<file path="src/rtl/sim_ctl_pkg.sv">
// Constants and types shared by the serial interface mode control design
package sim_ctl_pkg;

    // Register port
    localparam int REG_AW = 4;
    localparam int REG_DW = 16;
    localparam logic [3:0] ADDR_MODE = 4'h0;
    localparam logic [3:0] ADDR_CONFIG = 4'h1;
    localparam logic [3:0] ADDR_STATUS = 4'h2;
    localparam logic [3:0] ADDR_FIFO = 4'h3;
    localparam logic [15:0] MODE_RESET = 16'h0000;
    localparam logic [15:0] CONFIG_RESET = 16'h0000;
    localparam logic [15:0] READ_ZERO = 16'h0000;

    // Mode register fields
    localparam int FORCE_ZERO_BIT = 15;
    localparam int SYNC_STYLE_BIT = 14;
    localparam int DIAG_HI_BIT = 13;
    localparam int DIAG_LO_BIT = 12;
    localparam int STROBE_SECOND_BIT = 11;
    localparam int STROBE_FIRST_BIT = 10;
    localparam int SECOND_ROUTE_HI_BIT = 9;
    localparam int SECOND_ROUTE_LO_BIT = 8;
    localparam int FIRST_ROUTE_HI_BIT = 7;
    localparam int FIRST_ROUTE_LO_BIT = 6;
    localparam int MUX_CTRL3_BIT = 3;
    localparam int MUX_CTRL2_BIT = 2;

    // Config register fields
    localparam int CFG_EXT_CLK_BIT = 0;

    // Status register fields
    localparam int ST_UNDERRUN_BIT = 0;
    localparam int ST_OVERRUN_BIT = 1;
    localparam int ST_DROP_BIT = 2;
    localparam int ST_FIFO_OVF_BIT = 3;
    localparam int ST_STATE_LO_BIT = 4;
    localparam int ST_FIFO_VALID_BIT = 6;
    localparam int ST_WIDTH = 4;

    typedef enum logic [1:0] {
        DIAG_NORMAL = 2'b00,
        DIAG_ECHO = 2'b01,
        DIAG_INT_LOOP = 2'b10,
        DIAG_LOOP_CTRL = 2'b11
    } diag_e;

    localparam logic [1:0] ROUTE_NONE = 2'b00;
    localparam logic [1:0] ROUTE_CTRL1 = 2'b01;
    localparam logic [1:0] ROUTE_CTRL2 = 2'b10;
    localparam logic [1:0] ROUTE_CTRL3 = 2'b11;

    // Channel framing
    localparam int CHAN_BITS = 8;
    localparam logic [2:0] LAST_BIT = 3'h7;
    localparam int ROUTED_W = 2 + CHAN_BITS;

    // Timing
    localparam int CLK_PERIOD_NS = 8;
    localparam int MIN_PHASE_NS = 40;
    localparam int MIN_PHASE_CYCLES = (MIN_PHASE_NS + CLK_PERIOD_NS - 1) / CLK_PERIOD_NS;
    localparam int FIFO_DEPTH = 32;
    localparam int BAUD_DIV = 16;

    typedef enum logic [1:0] {
        FR_IDLE,
        FR_FIRST,
        FR_SECOND
    } frame_state_e;

endpackage

</file>
<file path="src/rtl/stream_if.sv">
// Valid/ready stream carrying routed channel bytes between modules
`timescale 1ns/1ns
interface stream_if #(
    parameter int WIDTH = 10
);
    logic valid;
    logic ready;
    logic [WIDTH-1:0] data;

    modport source (output valid, output data, input ready);
    modport sink (input valid, input data, output ready);
endinterface

</file>
<file path="src/rtl/routed_fifo.sv">
// Flip-flop FIFO with valid/ready on both sides
`timescale 1ns/1ns
module routed_fifo #(
    parameter int WIDTH = 10,
    parameter int DEPTH = 32
) (
    // Clock and reset
    input wire logic ref_clk,
    input wire logic reset,
    // Filling and draining sides
    stream_if.sink fill,
    stream_if.source drain
);
    localparam int AW = $clog2(DEPTH);

    logic [WIDTH-1:0] mem [DEPTH];
    logic [AW-1:0] wr_ptr, next_wr_ptr;
    logic [AW-1:0] rd_ptr, next_rd_ptr;
    logic [AW:0] count, next_count;
    logic [WIDTH-1:0] head, next_head;
    logic push, pop;

    assign fill.ready = (count != (AW+1)'(DEPTH));
    assign drain.valid = (count != '0);
    assign drain.data = head;
    assign push = fill.valid && fill.ready;
    assign pop = drain.valid && drain.ready;

    always_comb begin
        next_wr_ptr = push ? AW'(wr_ptr + 1'b1) : wr_ptr;
        next_rd_ptr = pop ? AW'(rd_ptr + 1'b1) : rd_ptr;
        next_count = count;
        if (push && !pop) begin
            next_count = (AW+1)'(count + 1'b1);
        end else if (pop && !push) begin
            next_count = (AW+1)'(count - 1'b1);
        end
        if (next_count == '0) begin
            next_head = '0;
        end else if (push && (count == '0 || (pop && count == (AW+1)'(1)))) begin
            next_head = fill.data;
        end else begin
            next_head = mem[next_rd_ptr];
        end
    end

    always_ff @(posedge ref_clk) begin
        if (reset) begin
            wr_ptr <= '0;
            rd_ptr <= '0;
            count <= '0;
            head <= '0;
        end else begin
            wr_ptr <= next_wr_ptr;
            rd_ptr <= next_rd_ptr;
            count <= next_count;
            head <= next_head;
        end
    end

    always_ff @(posedge ref_clk) begin
        if (push) begin
            mem[wr_ptr] <= fill.data;
        end
    end
endmodule

</file>
<file path="src/rtl/serial_interface_mode_control.sv">
// Serial line interface mode register, framing, strobes, diagnostics and routing
// Behaviour
// - Force-zero bit set drives line transmit data low; clear leaves normal transmit.
// - Sync style clear: pulse precedes 8-bit channel; set: sync envelopes the data.
// - Diagnostic field picks normal, automatic echo, internal loopback or loopback control.
// - Second channel asserts strobe two when its bit is 0, strobe one when 1.
// - First channel asserts strobe one when its bit is 0, strobe two when 1.
// - Second channel route: none, controller 1, 2 or 3 when mux select clear.
// - First channel route uses same encoding and the same mux select conditions.
// - Controller state holds indefinitely while an external clock stands high or low.
// - Internal baud generator is never gated; gating works only with external clock.
// - External clock phase shorter than minimum flags underrun or overrun at once.
//
// The strobed register port and the address map were chosen for this implementation.
`timescale 1ns/1ns
module serial_interface_mode_control
    import sim_ctl_pkg::*;
#(
    parameter int DEPTH = FIFO_DEPTH,
    parameter int BAUD_DIVIDE = BAUD_DIV
) (
    // Clock and reset
    input wire logic ref_clk,
    input wire logic reset,
    // Register port
    input wire logic [REG_AW-1:0] reg_addr,
    input wire logic [REG_DW-1:0] reg_wdata,
    input wire logic reg_write,
    input wire logic reg_read,
    output logic [REG_DW-1:0] reg_rdata,
    // Line pins
    input wire logic line_clk_pin,
    input wire logic line_sync_pin,
    input wire logic line_rx_pin,
    output logic line_tx_data,
    output logic data_strobe_one,
    output logic data_strobe_two,
    // Controller transmit bit
    input wire logic ctrl_tx_bit,
    // Routed channel stream: {controller code, byte}
    output logic out_valid,
    input wire logic out_ready,
    output logic [ROUTED_W-1:0] out_data
);
    localparam int PW = $clog2(MIN_PHASE_CYCLES + 1);
    localparam int DW = $clog2(BAUD_DIVIDE);

    // Route decode: code, or none when unsupported or multiplexed away
    function automatic logic route_ok(input logic [1:0] code, input logic mux2,
                                      input logic mux3);
        case (code)
            ROUTE_CTRL1: route_ok = 1'b1;
            ROUTE_CTRL2: route_ok = !mux2;
            ROUTE_CTRL3: route_ok = !mux3;
            default: route_ok = 1'b0;
        endcase
    endfunction

    // Registers
    logic [REG_DW-1:0] mode, next_mode;
    logic [REG_DW-1:0] config_reg, next_config_reg;
    logic [ST_WIDTH-1:0] status, next_status;
    logic [REG_DW-1:0] next_reg_rdata;

    // Pin synchronisers
    logic clk_meta, clk_sync, clk_prev;
    logic sync_meta, sync_sync;
    logic rx_meta, rx_sync;

    // Baud divider
    logic [DW-1:0] baud_cnt, next_baud_cnt;
    logic baud_tick;

    // Phase monitor
    logic [PW-1:0] phase_cnt, next_phase_cnt;
    logic phase_short_hi, phase_short_lo;

    // Framing
    frame_state_e state, next_state;
    logic [2:0] bit_cnt, next_bit_cnt;
    logic [CHAN_BITS-1:0] shift, next_shift;
    logic next_line_tx_data, next_strobe_one, next_strobe_two;
    logic bit_edge, take_bit, rx_bit, byte_done, done_second;
    logic [1:0] route_code;
    logic [CHAN_BITS-1:0] byte_val;
    diag_e diag;

    stream_if #(.WIDTH(ROUTED_W)) fill_bus ();
    stream_if #(.WIDTH(ROUTED_W)) drain_bus ();

    routed_fifo #(.WIDTH(ROUTED_W), .DEPTH(DEPTH)) fifo_inst (
        .ref_clk(ref_clk),
        .reset(reset),
        .fill(fill_bus),
        .drain(drain_bus)
    );

    assign out_valid = drain_bus.valid;
    assign out_data = drain_bus.data;
    assign drain_bus.ready = out_ready;

    // Pins pass two flops before use
    always_ff @(posedge ref_clk) begin
        if (reset) begin
            clk_meta <= 1'b0;
            clk_sync <= 1'b0;
            clk_prev <= 1'b0;
            sync_meta <= 1'b0;
            sync_sync <= 1'b0;
            rx_meta <= 1'b1;
            rx_sync <= 1'b1;
        end else begin
            clk_meta <= line_clk_pin;
            clk_sync <= clk_meta;
            clk_prev <= clk_sync;
            sync_meta <= line_sync_pin;
            sync_sync <= sync_meta;
            rx_meta <= line_rx_pin;
            rx_sync <= rx_meta;
        end
    end

    assign diag = diag_e'({mode[DIAG_HI_BIT], mode[DIAG_LO_BIT]});

    // Divider and phase monitor
    always_comb begin
        next_baud_cnt = (baud_cnt == DW'(BAUD_DIVIDE - 1)) ? '0 : DW'(baud_cnt + 1'b1);
        baud_tick = (baud_cnt == DW'(BAUD_DIVIDE - 1));
        if (clk_sync != clk_prev) begin
            next_phase_cnt = PW'(1);
        end else if (phase_cnt != PW'(MIN_PHASE_CYCLES)) begin
            next_phase_cnt = PW'(phase_cnt + 1'b1);
        end else begin
            next_phase_cnt = phase_cnt;
        end
        phase_short_hi = config_reg[CFG_EXT_CLK_BIT] && clk_prev && !clk_sync
                         && (phase_cnt < PW'(MIN_PHASE_CYCLES));
        phase_short_lo = config_reg[CFG_EXT_CLK_BIT] && !clk_prev && clk_sync
                         && (phase_cnt < PW'(MIN_PHASE_CYCLES));
    end

    always_ff @(posedge ref_clk) begin
        if (reset) begin
            baud_cnt <= '0;
            phase_cnt <= '0;
        end else begin
            baud_cnt <= next_baud_cnt;
            phase_cnt <= next_phase_cnt;
        end
    end

    // Framing, strobes, transmit and routing
    always_comb begin
        // External clock: no edge means no step, state holds as long as needed
        bit_edge = config_reg[CFG_EXT_CLK_BIT] ? (clk_sync && !clk_prev)
                                                : baud_tick;
        rx_bit = (diag == DIAG_INT_LOOP || diag == DIAG_LOOP_CTRL) ? ctrl_tx_bit
                                                                   : rx_sync;
        next_state = state;
        next_bit_cnt = bit_cnt;
        next_shift = shift;
        take_bit = 1'b0;
        byte_done = 1'b0;
        done_second = 1'b0;
        if (phase_short_hi || phase_short_lo) begin
            next_state = FR_IDLE;
            next_bit_cnt = '0;
        end else if (bit_edge) begin
            unique case (state)
                FR_IDLE: begin
                    if (sync_sync) begin
                        next_state = FR_FIRST;
                        next_bit_cnt = '0;
                        take_bit = mode[SYNC_STYLE_BIT];
                    end
                end
                FR_FIRST, FR_SECOND: begin
                    if (mode[SYNC_STYLE_BIT] && !sync_sync) begin
                        next_state = FR_IDLE;
                        next_bit_cnt = '0;
                    end else begin
                        take_bit = 1'b1;
                    end
                end
            endcase
            if (take_bit) begin
                next_shift = {shift[CHAN_BITS-2:0], rx_bit};
                next_bit_cnt = 3'(bit_cnt + 1'b1);
                if (bit_cnt == LAST_BIT) begin
                    byte_done = 1'b1;
                    done_second = (state == FR_SECOND);
                    next_state = (state == FR_SECOND) ? FR_IDLE : FR_SECOND;
                end
            end
        end
        byte_val = {shift[CHAN_BITS-2:0], rx_bit};
        route_code = done_second
            ? {mode[SECOND_ROUTE_HI_BIT], mode[SECOND_ROUTE_LO_BIT]}
            : {mode[FIRST_ROUTE_HI_BIT], mode[FIRST_ROUTE_LO_BIT]};
        fill_bus.valid = byte_done
            && route_ok(route_code, mode[MUX_CTRL2_BIT], mode[MUX_CTRL3_BIT]);
        fill_bus.data = {route_code, byte_val};

        // Strobes follow the channel being shifted
        next_strobe_one = 1'b0;
        next_strobe_two = 1'b0;
        if (next_state == FR_FIRST) begin
            next_strobe_one = !mode[STROBE_FIRST_BIT];
            next_strobe_two = mode[STROBE_FIRST_BIT];
        end else if (next_state == FR_SECOND) begin
            next_strobe_two = !mode[STROBE_SECOND_BIT];
            next_strobe_one = mode[STROBE_SECOND_BIT];
        end

        unique case (diag)
            DIAG_NORMAL: next_line_tx_data = ctrl_tx_bit;
            DIAG_ECHO: next_line_tx_data = rx_sync;
            DIAG_INT_LOOP: next_line_tx_data = 1'b1;
            DIAG_LOOP_CTRL: next_line_tx_data = ctrl_tx_bit;
        endcase
        if (mode[FORCE_ZERO_BIT]) begin
            next_line_tx_data = 1'b0;
        end
    end

    always_ff @(posedge ref_clk) begin
        if (reset) begin
            state <= FR_IDLE;
            bit_cnt <= '0;
            shift <= '0;
            line_tx_data <= 1'b1;
            data_strobe_one <= 1'b0;
            data_strobe_two <= 1'b0;
        end else begin
            state <= next_state;
            bit_cnt <= next_bit_cnt;
            shift <= next_shift;
            line_tx_data <= next_line_tx_data;
            data_strobe_one <= next_strobe_one;
            data_strobe_two <= next_strobe_two;
        end
    end

    // Register file; status flags clear on writing one, a new event wins
    always_comb begin
        next_mode = mode;
        next_config_reg = config_reg;
        next_status = status;
        if (reg_write && reg_addr == ADDR_MODE) begin
            next_mode = reg_wdata;
        end
        if (reg_write && reg_addr == ADDR_CONFIG) begin
            next_config_reg = reg_wdata & 16'h0001;
        end
        if (reg_write && reg_addr == ADDR_STATUS) begin
            next_status = status & ~reg_wdata[ST_WIDTH-1:0];
        end
        if (phase_short_hi) begin
            next_status[ST_UNDERRUN_BIT] = 1'b1;
        end
        if (phase_short_lo) begin
            next_status[ST_OVERRUN_BIT] = 1'b1;
        end
        if (byte_done && !fill_bus.valid) begin
            next_status[ST_DROP_BIT] = 1'b1;
        end
        if (fill_bus.valid && !fill_bus.ready) begin
            next_status[ST_FIFO_OVF_BIT] = 1'b1;
        end
        next_reg_rdata = READ_ZERO;
        if (reg_read) begin
            unique case (reg_addr)
                ADDR_MODE: next_reg_rdata = mode;
                ADDR_CONFIG: next_reg_rdata = config_reg;
                ADDR_STATUS: begin
                    next_reg_rdata[ST_WIDTH-1:0] = status;
                    next_reg_rdata[ST_STATE_LO_BIT +: 2] = state;
                    next_reg_rdata[ST_FIFO_VALID_BIT] = drain_bus.valid;
                end
                ADDR_FIFO: next_reg_rdata[ROUTED_W-1:0] = drain_bus.data;
                default: next_reg_rdata = READ_ZERO;
            endcase
        end
    end

    always_ff @(posedge ref_clk) begin
        if (reset) begin
            mode <= MODE_RESET;
            config_reg <= CONFIG_RESET;
            status <= '0;
            reg_rdata <= READ_ZERO;
        end else begin
            mode <= next_mode;
            config_reg <= next_config_reg;
            status <= next_status;
            reg_rdata <= next_reg_rdata;
        end
    end
endmodule

</file>
<file path="config.mk">
export PLATFORM = sky130hd
export DESIGN_NAME = serial_interface_mode_control
export DESIGN_NICKNAME = d
export VERILOG_FILES = /design/src/rtl/sim_ctl_pkg.sv /design/src/rtl/stream_if.sv /design/src/rtl/routed_fifo.sv /design/src/rtl/serial_interface_mode_control.sv
export SDC_FILE = /design/constraint.sdc
export NUM_CORES = 1
export LEC_CHECK = 0
export ABC_AREA = 1
export BUFFER_PORTS_ARGS = -buffer_cell sky130_fd_sc_hd__buf_2
export CAP_MARGIN = 20
export CELL_PAD_IN_SITES_DETAIL_PLACEMENT = 0
export CELL_PAD_IN_SITES_GLOBAL_PLACEMENT = 1
export CORE_AREA = 2 2 219 221
export CTS_CLUSTER_DIAMETER = 30
export DETAILED_ROUTE_END_ITERATION = 8
export DIE_AREA = 0 0 221 223
export PLACE_DENSITY = 0.71
export SETUP_SLACK_MARGIN = 0.2
export SYNTH_ARGS = -nofsm -noshare
export SYNTH_HDL_FRONTEND = slang
export SYNTH_SLANG_ARGS = --single-unit
export TNS_END_PERCENT = 30
</file>
<file path="constraint.sdc">
create_clock -name ref_clk -period 3.1 [get_ports ref_clk]
set_input_delay 0.93 -clock ref_clk [delete_from_list [all_inputs] [get_ports ref_clk]]
set_output_delay 0.93 -clock ref_clk [all_outputs]
set_load 0.005 [all_outputs]
</file>
* Word level (Yosys, flattened, before mapping)
Memory sizes are Yosys's and may differ from the RTL's. Index checks and enable logic that the tools add are counted.
Operators by class: add/sub/neg operators 7, $lt $le $gt $ge 1, eq/ne operators 21, muxes and demuxes 50, bitwise operators 5, reduce and logical (&&, ||, !) cells 55
Operators with widths (number):
- $pmux 7 s4 | 1
- $mux 1 | 27
- $logic_and 1x1->1 | 20
- $mux 2 | 8
- $reduce_or 2->1 | 7
- $eq 2x2->1 const B | 6
- $logic_not 6->1 | 2
- $mux 6 | 2
- $pmux 3 s2 | 2
- $logic_not 1->1 | 11
- $add 5x1->5 const B | 2
- $mux 10 | 1
- $reduce_bool 2->1 | 5
- $mux 3 | 3
- $ne 3x3->1 const B | 3
- $eq 2x1->1 const B | 4
- $eq 4x2->1 const B | 2
- $add 3x1->3 const B | 2
- $add 6x1->6 const B | 1
- $eq 6x1->1 const B | 1
- $ne 6x6->1 const B | 1
- $pmux 1 s3 | 2
- $reduce_and 3->1 | 2
- $reduce_bool 6->1 | 1
- 18 further kinds | 23
Storage, ports and cells: flip-flop bits (word level) 92, RAM bits 320, word-level logic and storage cells 168, memories kept 1
Memory list:
- fifo_inst.mem | depth 32, bits a word 10, read ports 1, clocked after memory_dff 0, write ports 1, RTL line routed_fifo.sv:16 | logic [WIDTH-1:0] mem [DEPTH];

* Depth between registers and ports, before layout
Gate-level depths: netlist of run 1.
depth after elaboration 20, depth in mapped cells 22, mapped depth without buffers 20

* Modules after synthesis
A second synthesis of run 1 with hierarchy kept.
Second synthesis, totals: cell total of the unflattened synthesis 1835, area total of the unflattened synthesis 18068.6 um^2
By module, submodules not included:
- routed_fifo | times used 1, cells an instance 1478, area an instance 15268.4 um^2
- serial_interface_mode_control | times used 1, cells an instance 357, area an instance 2800.2 um^2

* Worst setup path before layout of run 1
No wires, ideal clock.
path kind flip-flop to flip-flop, start register state[1], end memory fifo_inst.mem[31][0], enable pin, setup time 392 ps, arrival time 2935 ps, data required time 2708 ps, path slack -227 ps, stages on the path, launching flop included 15, buffers on the path 0, cells stage by stage dfxtp_1 -> inv_1 -> ha_1 -> inv_1 -> nand2_1 -> nand3_2 -> nor2_4 -> nand2_4 -> nand2_1 -> nand2_1 -> nand3_2 -> nand4_4 -> inv_2 -> nand2_1 -> nor3_1
On the way: word-level cells in the longest chain between the ends 15, elaborated cells on any way between the ends 23, classes of those cells eq/ne: 5; mux: 14; reduce/logical: 4
RTL lines:
- start: declaration | RTL line serial_interface_mode_control.sv:79 | frame_state_e state, next_state;
- start signal: assignment | RTL line serial_interface_mode_control.sv:235 | state <= next_state;
- $eq 2x2->1 / $eq 2x1->1 (equally long branches) | RTL line serial_interface_mode_control.sv:169, serial_interface_mode_control.sv:191
- $reduce_or 2->1 | RTL line serial_interface_mode_control.sv:169 | unique case (state)
- $pmux 1 s2 | RTL line serial_interface_mode_control.sv:169
- $mux 1 | RTL line serial_interface_mode_control.sv:168 | end else if (bit_edge) begin
- $mux 1 | RTL line serial_interface_mode_control.sv:165 | if (phase_short_hi || phase_short_lo) begin
- $mux 1 (*) | RTL line serial_interface_mode_control.sv:186 | if (take_bit) begin
- $mux 1 (*) | RTL line serial_interface_mode_control.sv:168
- $mux 1 (*) | RTL line serial_interface_mode_control.sv:165
- $mux 2 (*) | RTL line serial_interface_mode_control.sv:198 | ? {mode[SECOND_ROUTE_HI_BIT], mode[SECOND_ROUTE_LO_BIT]}
- net fifo_inst.fill.data[8] | RTL line stream_if.sv:11 | modport sink (input valid, input data, output ready);
- $eq 2x2->1 / $eq 2x1->1 (equally long branches) | RTL line serial_interface_mode_control.sv:51 | case (code)
- $pmux 1 s3 (*) | RTL line serial_interface_mode_control.sv:51
- $logic_and 1x1->1 (*) | RTL line serial_interface_mode_control.sv:201 | && route_ok(route_code, mode[MUX_CTRL2_BIT], mode[MUX_CTRL3_BIT]);
- $logic_and 1x1->1 (*) | RTL line routed_fifo.sv:26 | assign push = fill.valid && fill.ready;
- $mux 1 (*) | RTL line routed_fifo.sv:62 | if (push) begin
- $mux 1 (implied by the code) (*) | RTL line routed_fifo.sv:63 | mem[wr_ptr] <= fill.data;
- end: declaration | RTL line routed_fifo.sv:16
The timed path passes the listed nets; every way through them passes the cells marked *. The select of a mux whose other input is x is not followed.

* Worst setup path after layout of run 1
start register fifo_inst.count[1], end register fifo_inst.head[8] (netlist: fifo_inst.drain.data[8])
On the way: word-level cells in the longest chain between the ends 8, elaborated cells on any way between the ends 22, classes of those cells add/sub: 2; eq/ne: 2; mux: 4; reduce/logical: 13; memory: 1
RTL lines:
- start: declaration | RTL line routed_fifo.sv:19 | logic [AW:0] count, next_count;
- start signal: assignment | RTL line routed_fifo.sv:56 | count <= next_count;
- branches (longest 8 deep; another with $mem_v2 32x10)
- end signal: assignment | RTL line routed_fifo.sv:57 | head <= next_head;
- end: declaration | RTL line routed_fifo.sv:20 | logic [WIDTH-1:0] head, next_head;
Parallel ways; which one is timed is not known. A chain may end at the register's enable or synchronous reset.

==> qor.log, run 1 <==
INFO  synth          syn-num-nets=1577
INFO  synth          synth-edff-count=320
INFO  setup_path     top_fanout_value_on_the_critical_path=13
INFO  setup_path     r2r_slack=0.34ns
INFO  placed_design  dp_cells=2198
INFO  global_routing tot_gr_track_use=18.6%
INFO  synth          ys_seq_elements=412
INFO  pwr            vdd_ir_drop_max=712uV
INFO  timing         setup-violations-final=0
INFO  floorplan      fp.dieArea=49300squm
INFO  final_layout   final-seq-area=11500squm
INFO  clock_network  cts_hold_repair.buffers=0
INFO  global_routing grt_pass1_wl=70300um
INFO  timing         timing.final.max_slew_violations=0
INFO  clock_network  cts_root_buf=clkbuf_16
INFO  pwr            final_total_power=21.1mW
INFO  route          detailedRoute.firstPassIterationCount=5
INFO  synth          synthesis.yosys.warnings=0
INFO  timing         rsz0062_at_grt=false
INFO  final_layout   finalNonFillerCells=2377
INFO  timing         hold_viol=0
INFO  synth          synth-seq-area-share=66.6%
INFO  floorplan      horizontal_die_dimension=221um
INFO  hold_path      holdCritStartpoint=clk_meta$_SDFF_PP0_
INFO  setup_path     crit_path_start_kind=register
INFO  pwr            power_per_cell_area=949nW/um^2
INFO  synth          yosys-top-cells-area=edfxtp_1 (56%), dfxtp_1 (11%), o21ai_0 (5.0%), nor2_1 (4.7%), o211ai_1 (3.4%)
INFO  synth          synth_top_cell_area_share=55.9%
INFO  placed_design  placed_cell_area=18800squm
INFO  setup_path     cp.required=3.59ns
INFO  floorplan      core_region_area=47100squm
INFO  final_layout   antenna_cells_inserted=0
INFO  synth          postSynth.asyncResetShare=0%
INFO  clock_network  clockBufferDepth=3
INFO  route          dr_total_vias=12300
INFO  timing         timing.final.crit_share=89.0%
INFO  setup_path     cp.arrival=3.25ns
INFO  setup_path     end_kind=register
INFO  floorplan      initial_core_util=36.5%
INFO  placed_design  port-buffer-count=58
INFO  floorplan      core.rowCount=80
INFO  final_layout   drive_above_1_share=23.2%
INFO  clock_network  clock_latency=0.59ns
INFO  hold_path      min_delay_path_depth=2
INFO  job            max-cap-violations=0
INFO  synth          yosys.cell_count.top_type=edfxtp_1
INFO  final_layout   max_flop_register=fifo_inst.mem
INFO  synth          post-synth-top-area-cell=edfxtp_1
INFO  final_layout   area_of_the_multi_input_gates=5120squm
INFO  global_routing maximum_number_of_pins_on_one_net_before_global_route_repair=73
INFO  clock_network  clkSlewWorstSetupHoldPaths=0.04ns
INFO  timing         timing.setup.tns=0ns
INFO  route          initial_drt_markers=1074
INFO  global_routing grt.overflow.total=0
INFO  hold_path      worstHoldEndpoint=clk_sync$_SDFF_PP0_
INFO  pwr            static-leakage-power=7.92nW
INFO  route          route.final.wire_length=48300um
INFO  timing         finalClockSkew=0.0199ns
INFO  timing         timing.slew.headroom=31.7%
INFO  synth          ys_top_cells_by_count=edfxtp_1 (320), nor2_1 (216), o21ai_0 (173)
INFO  synth          ys_dominant_reg_cell=edfxtp_1
INFO  synth          post_synth_inst_count=1529
INFO  hold_path      worst_hold_path_type=reg -> reg
INFO  final_layout   finalNetCount=1740
INFO  synth          ys_types=48
INFO  status         status=finished, final reports clean
INFO  synth          syn_area_per_cell=11.2squm
INFO  route          drc_errors=0
INFO  placed_design  dpl.hpwl=29000um
INFO  global_routing grt_pass1_vias=12100
INFO  final_layout   area_growth=29.3%
INFO  placed_design  finalWeightedCongestion=0.839
INFO  timing         timing.fmax=363MHz
INFO  floorplan      floorplan.die.height=223um
INFO  setup_path     ff2ff_path_depth=19
INFO  setup_path     reg2reg_to=fifo_inst.drain.data[8]$_SDFF_PP0_
INFO  global_routing antenna_violations_before_repair=0
INFO  clock_network  numClockSinks=412
INFO  clock_network  number_of_buffers_inserted_during_clock_tree_synthesis=84
INFO  setup_path     crit-reg2reg-launch=fifo_inst.count[1]$_SDFF_PP0_
INFO  final_layout   max_ffs_per_register=320
INFO  final_layout   top_regs=fifo_inst.mem (320), mode (16), reg_rdata (16)
INFO  timing         layout_min_cycle_time=2.76ns
INFO  route          ant_nets=0
INFO  final_layout   filler_cell_count=4202
INFO  synth          synth.cell_area=17200squm
INFO  final_layout   postLayoutCellArea=22200squm
INFO  timing         worst_slew_pin_tran=1.02ns
INFO  clock_network  tritoncts=built
INFO  clock_network  cts_htree_levels=3
INFO  floorplan      ioPinCount=59
INFO  setup_path     path_class=reg -> reg
INFO  route          avgViaCountPerCell=5.17
INFO  route          routedWlPerCell=20.3um
[where the power goes]
part	internal [mW]	total, mW	leakage, nW	switching [mW]
Combinational	2.23	5.86	3.15	3.63
Clock	6.08	9.04	1.40	2.96
Sequential	6.03	6.20	3.36	0.171
Total	14.3	21.1	7.92	6.76
[cell type report]
cell class                      instances  area share [%]
Clock buffer                           97            10.1
Clock inverter                         59            2.87
Inverter                              139            2.49
Multi-Input combinational cell        902            23.0
Sequential cell                       412            51.6
Tap cell                              615            3.46
Timing Repair Buffer                  153            6.53
[worst max-delay path, stage by stage, from the launching register on]
cell	delay, ns
dfxtp_2	0.33
inv_1	0.09
ha_2	0.19
inv_1	0.06
nor2_4	0.12
nand2_4	0.09
nand2_8	0.13
nand2_2	0.10
nand2_8	0.18
clkinv_8	0.13
buf_16	0.19
buf_6	0.15
o21ai_0	0.18
nand3_1	0.11
nand3_1	0.18
nand3_1	0.11
nand3_1	0.10
o21ai_0	0.08
inv_1	0.08
nor2_2	0.04
[layout by cell type (no fill, tap or decap), types with 22 or more instances in the layout]
cell type	n
edfxtp_1	320
nor2_1	184
o21ai_0	172
inv_1	124
nand3_1	100
nand2_1	98
clkbuf_16	94
a21oi_1	88
dfxtp_1	87
o211ai_1	77
buf_4	63
buf_2	58
o21ai_1	28
nor2_4	27
nor2_2	22
[worst max path at each step]
stage / end / start
after CTS: fifo_inst.drain.data[6]$_SDFF_PP0_ / fifo_inst.count[0]$_SDFF_PP0_
after global placement: fifo_inst.drain.data[6]$_SDFF_PP0_ / out_ready
final: fifo_inst.drain.data[8]$_SDFF_PP0_ / fifo_inst.count[1]$_SDFF_PP0_
after floorplan: fifo_inst.mem[11][0]$_DFFE_PP_ / state[1]$_SDFF_PP0_
after detailed placement: fifo_inst.drain.data[3]$_SDFF_PP0_ / out_ready
after global routing: fifo_inst.drain.data[2]$_SDFF_PP0_ / state[1]$_SDFF_PP0_
[what timing repair did]
| item | in CTS | in global routing |
|---|---|---|
| pin swaps | 0 | 22 |
| resized for setup | 0 | 53 |
| setup endpoints to repair | 2 | 331 |
| buffers inserted | 0 | 14 |
| gates cloned | 1 | 8 |
[layer usage]
layer	GRT usage [%]	up-vias	share of wire, %	wire, um
li1	-	5770	-	-
met3	3.70	103	6.7	3250
met4	7.08	0	3.2	1540
met5	0	-	0	0
met2	30.6	418	48	23000
met1	24.3	6007	42	20500
[per-stage QoR]
step                      hold WS (ns)  worst slack [ns]  utilization [%]
after floorplan                  0.388             0.216                -
final                            0.411             0.341             47.1
after detailed placement         0.411            0.0994             39.9
after global placement           0.398            0.0602             39.9
after global routing             0.423             0.189             47.1
after CTS                        0.417             0.194             46.0
[cell families after synthesis]
group | count (synthesis) | share of synthesized area (%)
compound gates | 389 | 12.9
buf+inv | 216 | 5.66
simple gates | 480 | 12.6
flops | 412 | 66.6
fa+ha+maj | 19 | 1.38
xor+xnor | 13 | 0.815
Power figures use the tool's default switching activity.
==> inputs of run 2 (changes only) <==
CORE_AREA = 2 2 199 201   (was 2 2 219 221)
DIE_AREA = 0 0 201 203   (was 0 0 221 223)
PLACE_DENSITY = 0.83   (was 0.71)
SKIP_CTS_REPAIR_TIMING = 1   (was not set)
==> qor.log, run 2 (synthesized netlist as in run 1, its figures left out) <==
INFO  pwr            static-leakage-power=7.99nW [+0.89%]
INFO  setup_path     worstSetupPathDepth=21 [+2]
INFO  global_routing use_met1=27.0% [+2.7 points]
INFO  floorplan      core.rowCount=72 [-10%]
INFO  setup_path     crit_path_start_kind=register
INFO  setup_path     timing.critical_path.from=fifo_inst.count[0]$_SDFF_PP0_
INFO  final_layout   most-common-layout-cells=edfxtp_1 (320), nor2_1 (185), o21ai_0 (165)
INFO  global_routing maximum_number_of_pins_on_one_net_before_global_route_repair=59 [-19%]
INFO  setup_path     r2r_slack=0.28ns [-0.06 ns]
INFO  setup_path     reg2reg_to=fifo_inst.drain.data[3]$_SDFF_PP0_
INFO  timing         finalClockSkew=0.0228ns [+0.00292 ns]
INFO  final_layout   postLayoutCellArea=22300squm [+0.39%]
INFO  setup_path     timing.critical_path.slowest_stage_cell=dfxtp_2
INFO  pwr            power_per_cell_area=955nW/um^2 [+0.66%]
INFO  global_routing use_met3=4.46% [+0.76 points]
INFO  route          ant_nets=0 [unchanged]
INFO  setup_path     cp.arrival=3.33ns [+0.08 ns]
INFO  timing         setup-violations-final=0 [unchanged]
INFO  final_layout   filler_cell_count=2977 [-29%]
INFO  clock_network  clkSlewWorstSetupHoldPaths=0.05ns [about the same]
INFO  global_routing grt_most_used_layer=met2
INFO  route          initial_drt_markers=1303 [+21%]
INFO  clock_network  clockBufferDepth=3 [unchanged]
INFO  setup_path     crit_path_end=fifo_inst.drain.data[3]$_SDFF_PP0_
INFO  placed_design  dpl.hpwl=26400um [-9.2%]
INFO  setup_path     top_fanout_value_on_the_critical_path=20 [+7]
INFO  final_layout   finalNetCount=1743 [+0.17%]
INFO  pwr            part_of_the_power_in_registers=28.9% [-0.5 points]
INFO  floorplan      fp.dieArea=40800squm [-17%]
INFO  route          routedWlPerCell=20.4um [+0.40%]
INFO  floorplan      floorplan.die.height=203um [-9.0%]
INFO  clock_network  cts_htree_levels=3 [unchanged]
INFO  floorplan      ioPinCount=59 [unchanged]
INFO  route          avgViaCountPerCell=5.48 [+5.9%]
INFO  setup_path     worst_path_largest_cell_delay=0.34ns [about the same]
INFO  route          detailedRoute.firstPassIterationCount=5 [unchanged]
INFO  final_layout   max_ffs_per_register=320 [unchanged]
INFO  timing         timing.final.crit_share=90.8% [+1.9 points]
INFO  placed_design  placed_cell_area=18600squm [-1.1%]
INFO  status         status=finished, final reports clean
INFO  global_routing grt_pass1_wl=67000um [-4.8%]
INFO  final_layout   top_regs=fifo_inst.mem (320), mode (16), reg_rdata (16)
INFO  job            max-cap-violations=0 [unchanged]
INFO  global_routing tot_gr_track_use=21.2% [+2.6 points]
INFO  timing         timing.setup.tns=0ns [unchanged]
INFO  setup_path     end_kind=register
INFO  clock_network  number_of_buffers_inserted_during_clock_tree_synthesis=85 [+1.2%]
INFO  timing         hold_viol=0 [unchanged]
INFO  placed_design  port-buffer-count=58 [unchanged]
INFO  pwr            clock_power_share=42.8% [about the same]
INFO  timing         timing.final.max_slew_violations=0 [unchanged]
INFO  final_layout   area_growth=29.8%
INFO  timing         timing.fmax=355MHz [-2.0%]
INFO  global_routing global_route.usage.met2=35.5% [+4.9 points]
INFO  floorplan      horizontal_die_dimension=201um [-9.0%]
INFO  route          drc_errors=0 [unchanged]
INFO  timing         worst_slew_pin_tran=1.03ns [+0.0106 ns]
INFO  global_routing grt_pass1_vias=12000 [-1.0%]
INFO  placed_design  finalWeightedCongestion=0.861 [+2.7%]
INFO  setup_path     critical_path.top_delay_family=simple AND/OR/NAND/NOR gates
INFO  pwr            power_dissipated_by_switching_net_loads=6.74mW [-0.27%]
INFO  final_layout   antenna_cells_inserted=0 [unchanged]
INFO  clock_network  tritoncts=built
INFO  clock_network  cts_root_buf=clkbuf_16
INFO  clock_network  numClockSinks=412 [unchanged]
INFO  setup_path     crit-reg2reg-launch=fifo_inst.count[0]$_SDFF_PP0_
INFO  hold_path      worst_hold_path_type=reg -> reg
INFO  timing         rsz0062_at_grt=true
INFO  timing         timing.slew.headroom=31.0% [-0.71 points]
INFO  route          dr_total_vias=12500 [+1.6%]
INFO  global_routing antenna_violations_before_repair=0 [unchanged]
INFO  setup_path     critical_path_buffers_and_inverters=7 [+1]
INFO  floorplan      core_region_area=38500squm [-18%]
INFO  pwr            swShare=31.6% [-0.42 points]
INFO  clock_network  clock_latency=0.58ns [about the same]
INFO  final_layout   max_flop_register=fifo_inst.mem
INFO  setup_path     crit_chain=inv_2 > ha_2 > inv_1 > nor2_4 > nand2_4 > nand2_8 > inv_12 > nand2_8 > nand2_8 > buf_12 > buf_16 > buf_6 > a21oi_1 > o21ai_1 > o211ai_1 > nand3_2 > nand3_2 > nand3_1 > o21ai_0 > inv_1 > nor2_2
INFO  floorplan      initial_core_util=44.7% [+8.2 points]
INFO  pwr            internal-power=14.6mW [+1.7%]
INFO  pwr            vdd_ir_drop_max=526uV [-26%]
INFO  final_layout   drive_above_1_share=23.0% [-0.18 points]
INFO  global_routing grt.overflow.total=0 [unchanged]
INFO  route          route.final.wire_length=46600um [-3.7%]
INFO  setup_path     critical-path-top-cell-by-count=nand2_8
INFO  setup_path     path_class=reg -> reg
INFO  setup_path     cp.required=3.62ns [+0.03 ns]
INFO  pwr            comb_power_share=28.2% [+0.4 points]
INFO  timing         layout_min_cycle_time=2.82ns [+0.0577 ns]
INFO  setup_path     ff2ff_path_depth=21 [+2]
INFO  hold_path      min_delay_path_depth=2 [unchanged]
INFO  final_layout   layout.cells.most_common=edfxtp_1
==> run 2: cell types whose count changed in the layout (fill, tap and decap cells not counted), sizes merged <==
| cell | before | now |
|---|---|---|
| inv | 146 | 144 |
| bufbuf | 1 | 0 |
| clkbuf | 104 | 105 |
| clkinvlp | 6 | 7 |
| bufinv | 11 | 12 |
| nand4 | 5 | 6 |
==> run 2: power groups by stage <==
stage	Clock [mW]	Combinational (mW)	Sequential [mW]
floorplan	0	3.36	6.20
global placement	0	4.67	6.26
detailed placement	0	4.73	6.26
CTS	9.17	4.78	6.16
global route	9.46	6.49	6.17
finish	9.13	6.01	6.17
==> run 2: worst min path at each step <==
stage                               startpoint  slack, ns              endpoint
after global routing      sync_meta$_SDFF_PP0_       0.44  sync_sync$_SDFF_PP0_
final                      clk_meta$_SDFF_PP0_       0.40   clk_sync$_SDFF_PP0_
after global placement     clk_meta$_SDFF_PP0_       0.40   clk_sync$_SDFF_PP0_
after floorplan            clk_meta$_SDFF_PP0_       0.39   clk_sync$_SDFF_PP0_
after detailed placement   clk_meta$_SDFF_PP0_       0.40   clk_sync$_SDFF_PP0_
after CTS                  clk_meta$_SDFF_PP0_       0.41   clk_sync$_SDFF_PP0_
==> run 2: metrics by stage <==
step | cells | util [%] | worst slack [ns] | hold slack (ns) | power, mW
3_5_place_dp | 2088 | 48.3 | 0.0870 | 0.399 | 11.0
6_report | 2281 | 58.0 | 0.284 | 0.402 | 21.3
3_3_place_gp | 2088 | 48.3 | 0.113 | 0.398 | 10.9
5_1_grt | 2281 | 58.0 | 0.159 | 0.437 | 22.1
4_1_cts | 2243 | 55.8 | 0.109 | 0.406 | 20.1
2_1_floorplan | 1529 | - | 0.216 | 0.388 | 9.56
==> run 2: worst register-to-register path, delay by kind of cell (launching register included) <==
family                     cells  cell delay, ns
adders and majority gates      1            0.18
buffers and inverters          7            0.74
and+or+nand+nor                9            1.03
AOI/OAI and AO/OA              4            0.46
DFF                            1            0.34
==> run 2: area by class of cell <==
cell class | instances | area [sq um] | share of cell area (%)
sequential | 412 | 11500 | 51.3
clock inverter | 59 | 646 | 2.89
multi-input combinational | 903 | 5150 | 23.1
timing repair buffer | 154 | 1620 | 7.24
clock buffer | 96 | 2250 | 10.1
inverter | 139 | 547 | 2.45
tap | 518 | 648 | 2.90
==> run 2: per-layer routing <==
metal / vias to the layer above / part of all wire, %
met5: - / 0
met4: 0 / 3.4
met3: 105 / 8.3
met2: 568 / 48
met1: 6055 / 40
li1: 5770 / -
==> inputs of run 3 (changes only) <==
==> constraint.sdc (replaced) <==
create_clock -name ref_clk -period 3.1 [get_ports ref_clk]
set_input_delay 0.155 -clock ref_clk [delete_from_list [all_inputs] [get_ports ref_clk]]
set_output_delay 0.155 -clock ref_clk [all_outputs]
set_load 0.005 [all_outputs]
==> qor.log, run 3 (synthesized netlist as in run 1, its figures left out) <==
INFO  final_layout   area_of_the_multi_input_gates=5100squm [-0.87%]
INFO  setup_path     crit_path_start_kind=register
INFO  setup_path     critical-path-top-cell-by-count=nand3_1
INFO  global_routing grt.overflow.total=0 [unchanged]
INFO  hold_path      worst_hold_path_type=in -> reg
INFO  setup_path     cp.required=3.61ns [about the same]
INFO  route          route.final.wire_length=45300um [-2.6%]
INFO  clock_network  cts_root_buf=clkbuf_16
INFO  final_layout   finalNetCount=1763 [+1.1%]
INFO  pwr            vdd_ir_drop_max=588uV [+12%]
INFO  status         failing_checks=negative hold slack
INFO  placed_design  finalWeightedCongestion=0.874 [+1.5%]
INFO  job            max-cap-violations=0 [unchanged]
INFO  timing         finalClockSkew=0.0146ns [-0.00813 ns]
INFO  route          dr_total_vias=12400 [-0.84%]
INFO  timing         timing.final.max_slew_violations=0 [unchanged]
INFO  route          initial_drt_markers=1266 [-2.8%]
INFO  timing         rsz0062_at_grt=true
INFO  final_layout   drive_above_1_share=22.1% [-0.87 points]
INFO  route          routedWlPerCell=19.7um [-3.3%]
INFO  timing         worst_slew_pin_tran=1.02ns [-0.0140 ns]
INFO  clock_network  clockBufferDepth=3 [unchanged]
INFO  clock_network  tritoncts=built
INFO  timing         layout_min_cycle_time=2.85ns [+0.0373 ns]
INFO  setup_path     r2r_slack=0.25ns [-0.04 ns]
INFO  clock_network  clock_latency=0.57ns [about the same]
INFO  final_layout   max_flop_register=fifo_inst.mem
INFO  pwr            power_per_cell_area=907nW/um^2 [-5.1%]
INFO  setup_path     critical_path.top_delay_family=simple AND/OR/NAND/NOR gates
INFO  setup_path     worst_path_largest_cell_delay=0.37ns [+0.03 ns]
INFO  status         status=finished, violations left
INFO  timing         timing.fmax=350MHz [-1.3%]
INFO  floorplan      core_region_area=38500squm [unchanged]
INFO  setup_path     critical_path_buffers_and_inverters=5 [-2]
INFO  final_layout   antenna_cells_inserted=0 [unchanged]
INFO  clock_network  number_of_buffers_inserted_during_clock_tree_synthesis=79 [-7.1%]
INFO  setup_path     path_class=reg -> reg
INFO  timing         finalHoldWorstSlack=-0.00552ns [-0.407 ns]
INFO  global_routing tot_gr_track_use=20.6% [-0.60 points]
INFO  timing         timing.final.crit_share=92.0% [+1.2 points]
INFO  final_layout   final-seq-area=11500squm [unchanged]
INFO  clock_network  clkSlewWorstSetupHoldPaths=0.04ns [about the same]
INFO  floorplan      floorplan.die.height=203um [unchanged]
INFO  final_layout   filler_cell_count=2990 [+0.44%]
INFO  floorplan      ioPinCount=59 [unchanged]
INFO  setup_path     end_kind=register
INFO  route          avgViaCountPerCell=5.40 [-1.5%]
INFO  placed_design  dpl.hpwl=25700um [-2.4%]
INFO  final_layout   most-common-layout-cells=edfxtp_1 (320), nor2_1 (185), o21ai_0 (170)
INFO  setup_path     top_fanout_value_on_the_critical_path=10 [-50%]
INFO  global_routing antenna_violations_before_repair=0 [unchanged]
INFO  global_routing grt_pass1_wl=65100um [-2.9%]
INFO  floorplan      core.rowCount=72 [unchanged]
INFO  placed_design  port-buffer-count=58 [unchanged]
INFO  global_routing grt_pass1_vias=11800 [-1.6%]
INFO  floorplan      initial_core_util=44.7% [unchanged]
INFO  global_routing maximum_number_of_pins_on_one_net_before_global_route_repair=98 [+66%]
INFO  final_layout   top_regs=fifo_inst.mem (320), mode (16), reg_rdata (16)
INFO  floorplan      horizontal_die_dimension=201um [unchanged]
INFO  final_layout   layout.cells.most_common=edfxtp_1
INFO  timing         hold_viol=1 [+1]
INFO  clock_network  numClockSinks=412 [unchanged]
INFO  route          detailedRoute.firstPassIterationCount=5 [unchanged]
INFO  setup_path     crit_chain=inv_2 > ha_2 > inv_1 > nor2_4 > nand2_4 > nand2_8 > o21ai_4 > buf_12 > buf_6 > o21ai_0 > o211ai_1 > nand3_1 > nand3_1 > nand3_1 > o21ai_0 > inv_1 > nor2_2
INFO  floorplan      fp.dieArea=40800squm [unchanged]
INFO  timing         timing.setup.tns=0ns [unchanged]
INFO  route          ant_nets=0 [unchanged]
INFO  final_layout   max_ffs_per_register=320 [unchanged]
INFO  setup_path     timing.critical_path.slowest_stage_cell=dfxtp_2
INFO  pwr            final_total_power=20.2mW [-5.4%]
INFO  final_layout   area_growth=29.4%
INFO  pwr            static-leakage-power=7.94nW [-0.52%]
INFO  route          drc_errors=0 [unchanged]
INFO  clock_network  cts_htree_levels=3 [unchanged]
INFO  setup_path     cp.arrival=3.36ns [+0.03 ns]
INFO  timing         setup-violations-final=0 [unchanged]
INFO  timing         timing.slew.headroom=31.9% [+0.93 points]
run 3: cell count changes in the layout (fill, tap and decap cells not counted), sizes merged:
cell / before / now
dlygate4sd3: 0 / 26
clkinv: 35 / 31
clkbuf: 105 / 109
nand4: 6 / 5
buf: 145 / 147
clkinvlp: 7 / 1
inv: 144 / 142
bufinv: 12 / 8
run 3: metrics by stage:
stage                     area [sq um]  setup WS, ns  std cells  utilization [%]
after global routing             22200         0.126       2296             57.8
after global placement           18400         0.195       2078             47.8
after CTS                        21100         0.107       2222             54.7
after floorplan                  17400         0.216       1529                -
final                            22200         0.247       2296             57.8
after detailed placement         18400         0.125       2078             47.8
run 3: area by class of cell:
class / instances / share of cell area, %
timing repair buffer: 181 / 8.23
clock inverter: 43 / 2.25
sequential: 412 / 51.5
clock buffer: 101 / 9.67
inverter: 139 / 2.48
multi-input combinational: 902 / 23.0
tap: 518 / 2.91
run 3: metal layers:
layer | global-route usage [%] | wire (um)
met3 | 4.04 | 3700
met4 | 7.43 | 1200
met2 | 34.5 | 22100
met1 | 26.7 | 18300
met5 | 0 | 0
run 3: worst paths after layout:
path / from / to / cells past startpoint
setup / recovery: fifo_inst.count[1]$_SDFF_PP0_ / fifo_inst.drain.data[3]$_SDFF_PP0_ / 17
hold / removal: reg_addr[0] / reg_rdata[0]$_SDFF_PP0_ / 3
setup reg to reg: fifo_inst.count[1]$_SDFF_PP0_ / fifo_inst.drain.data[3]$_SDFF_PP0_ / 17
hold reg to reg: sync_meta$_SDFF_PP0_ / sync_sync$_SDFF_PP0_ / 2
run 3: worst reg2reg max path, stage by stage, from the launching register on:
cell      delay (ns)
dfxtp_2         0.37
inv_2           0.06
ha_2            0.19
inv_1           0.10
nor2_4          0.05
nand2_4         0.09
nand2_8         0.10
o21ai_4         0.24
buf_12          0.19
buf_6           0.16
o21ai_0         0.14
o211ai_1        0.32
nand3_1         0.20
nand3_1         0.21
nand3_1         0.09
o21ai_0         0.09
inv_1           0.08
nor2_2          0.10
run 3: power breakdown:
part / switching [mW] / leakage [nW] / total [mW] / internal, mW
registers: 0.137 / 3.36 / 6.16 / 6.02
logic: 3.53 / 3.28 / 5.65 / 2.11
clock network: 2.79 / 1.30 / 8.36 / 5.58
total: 6.46 / 7.94 / 20.2 / 13.7
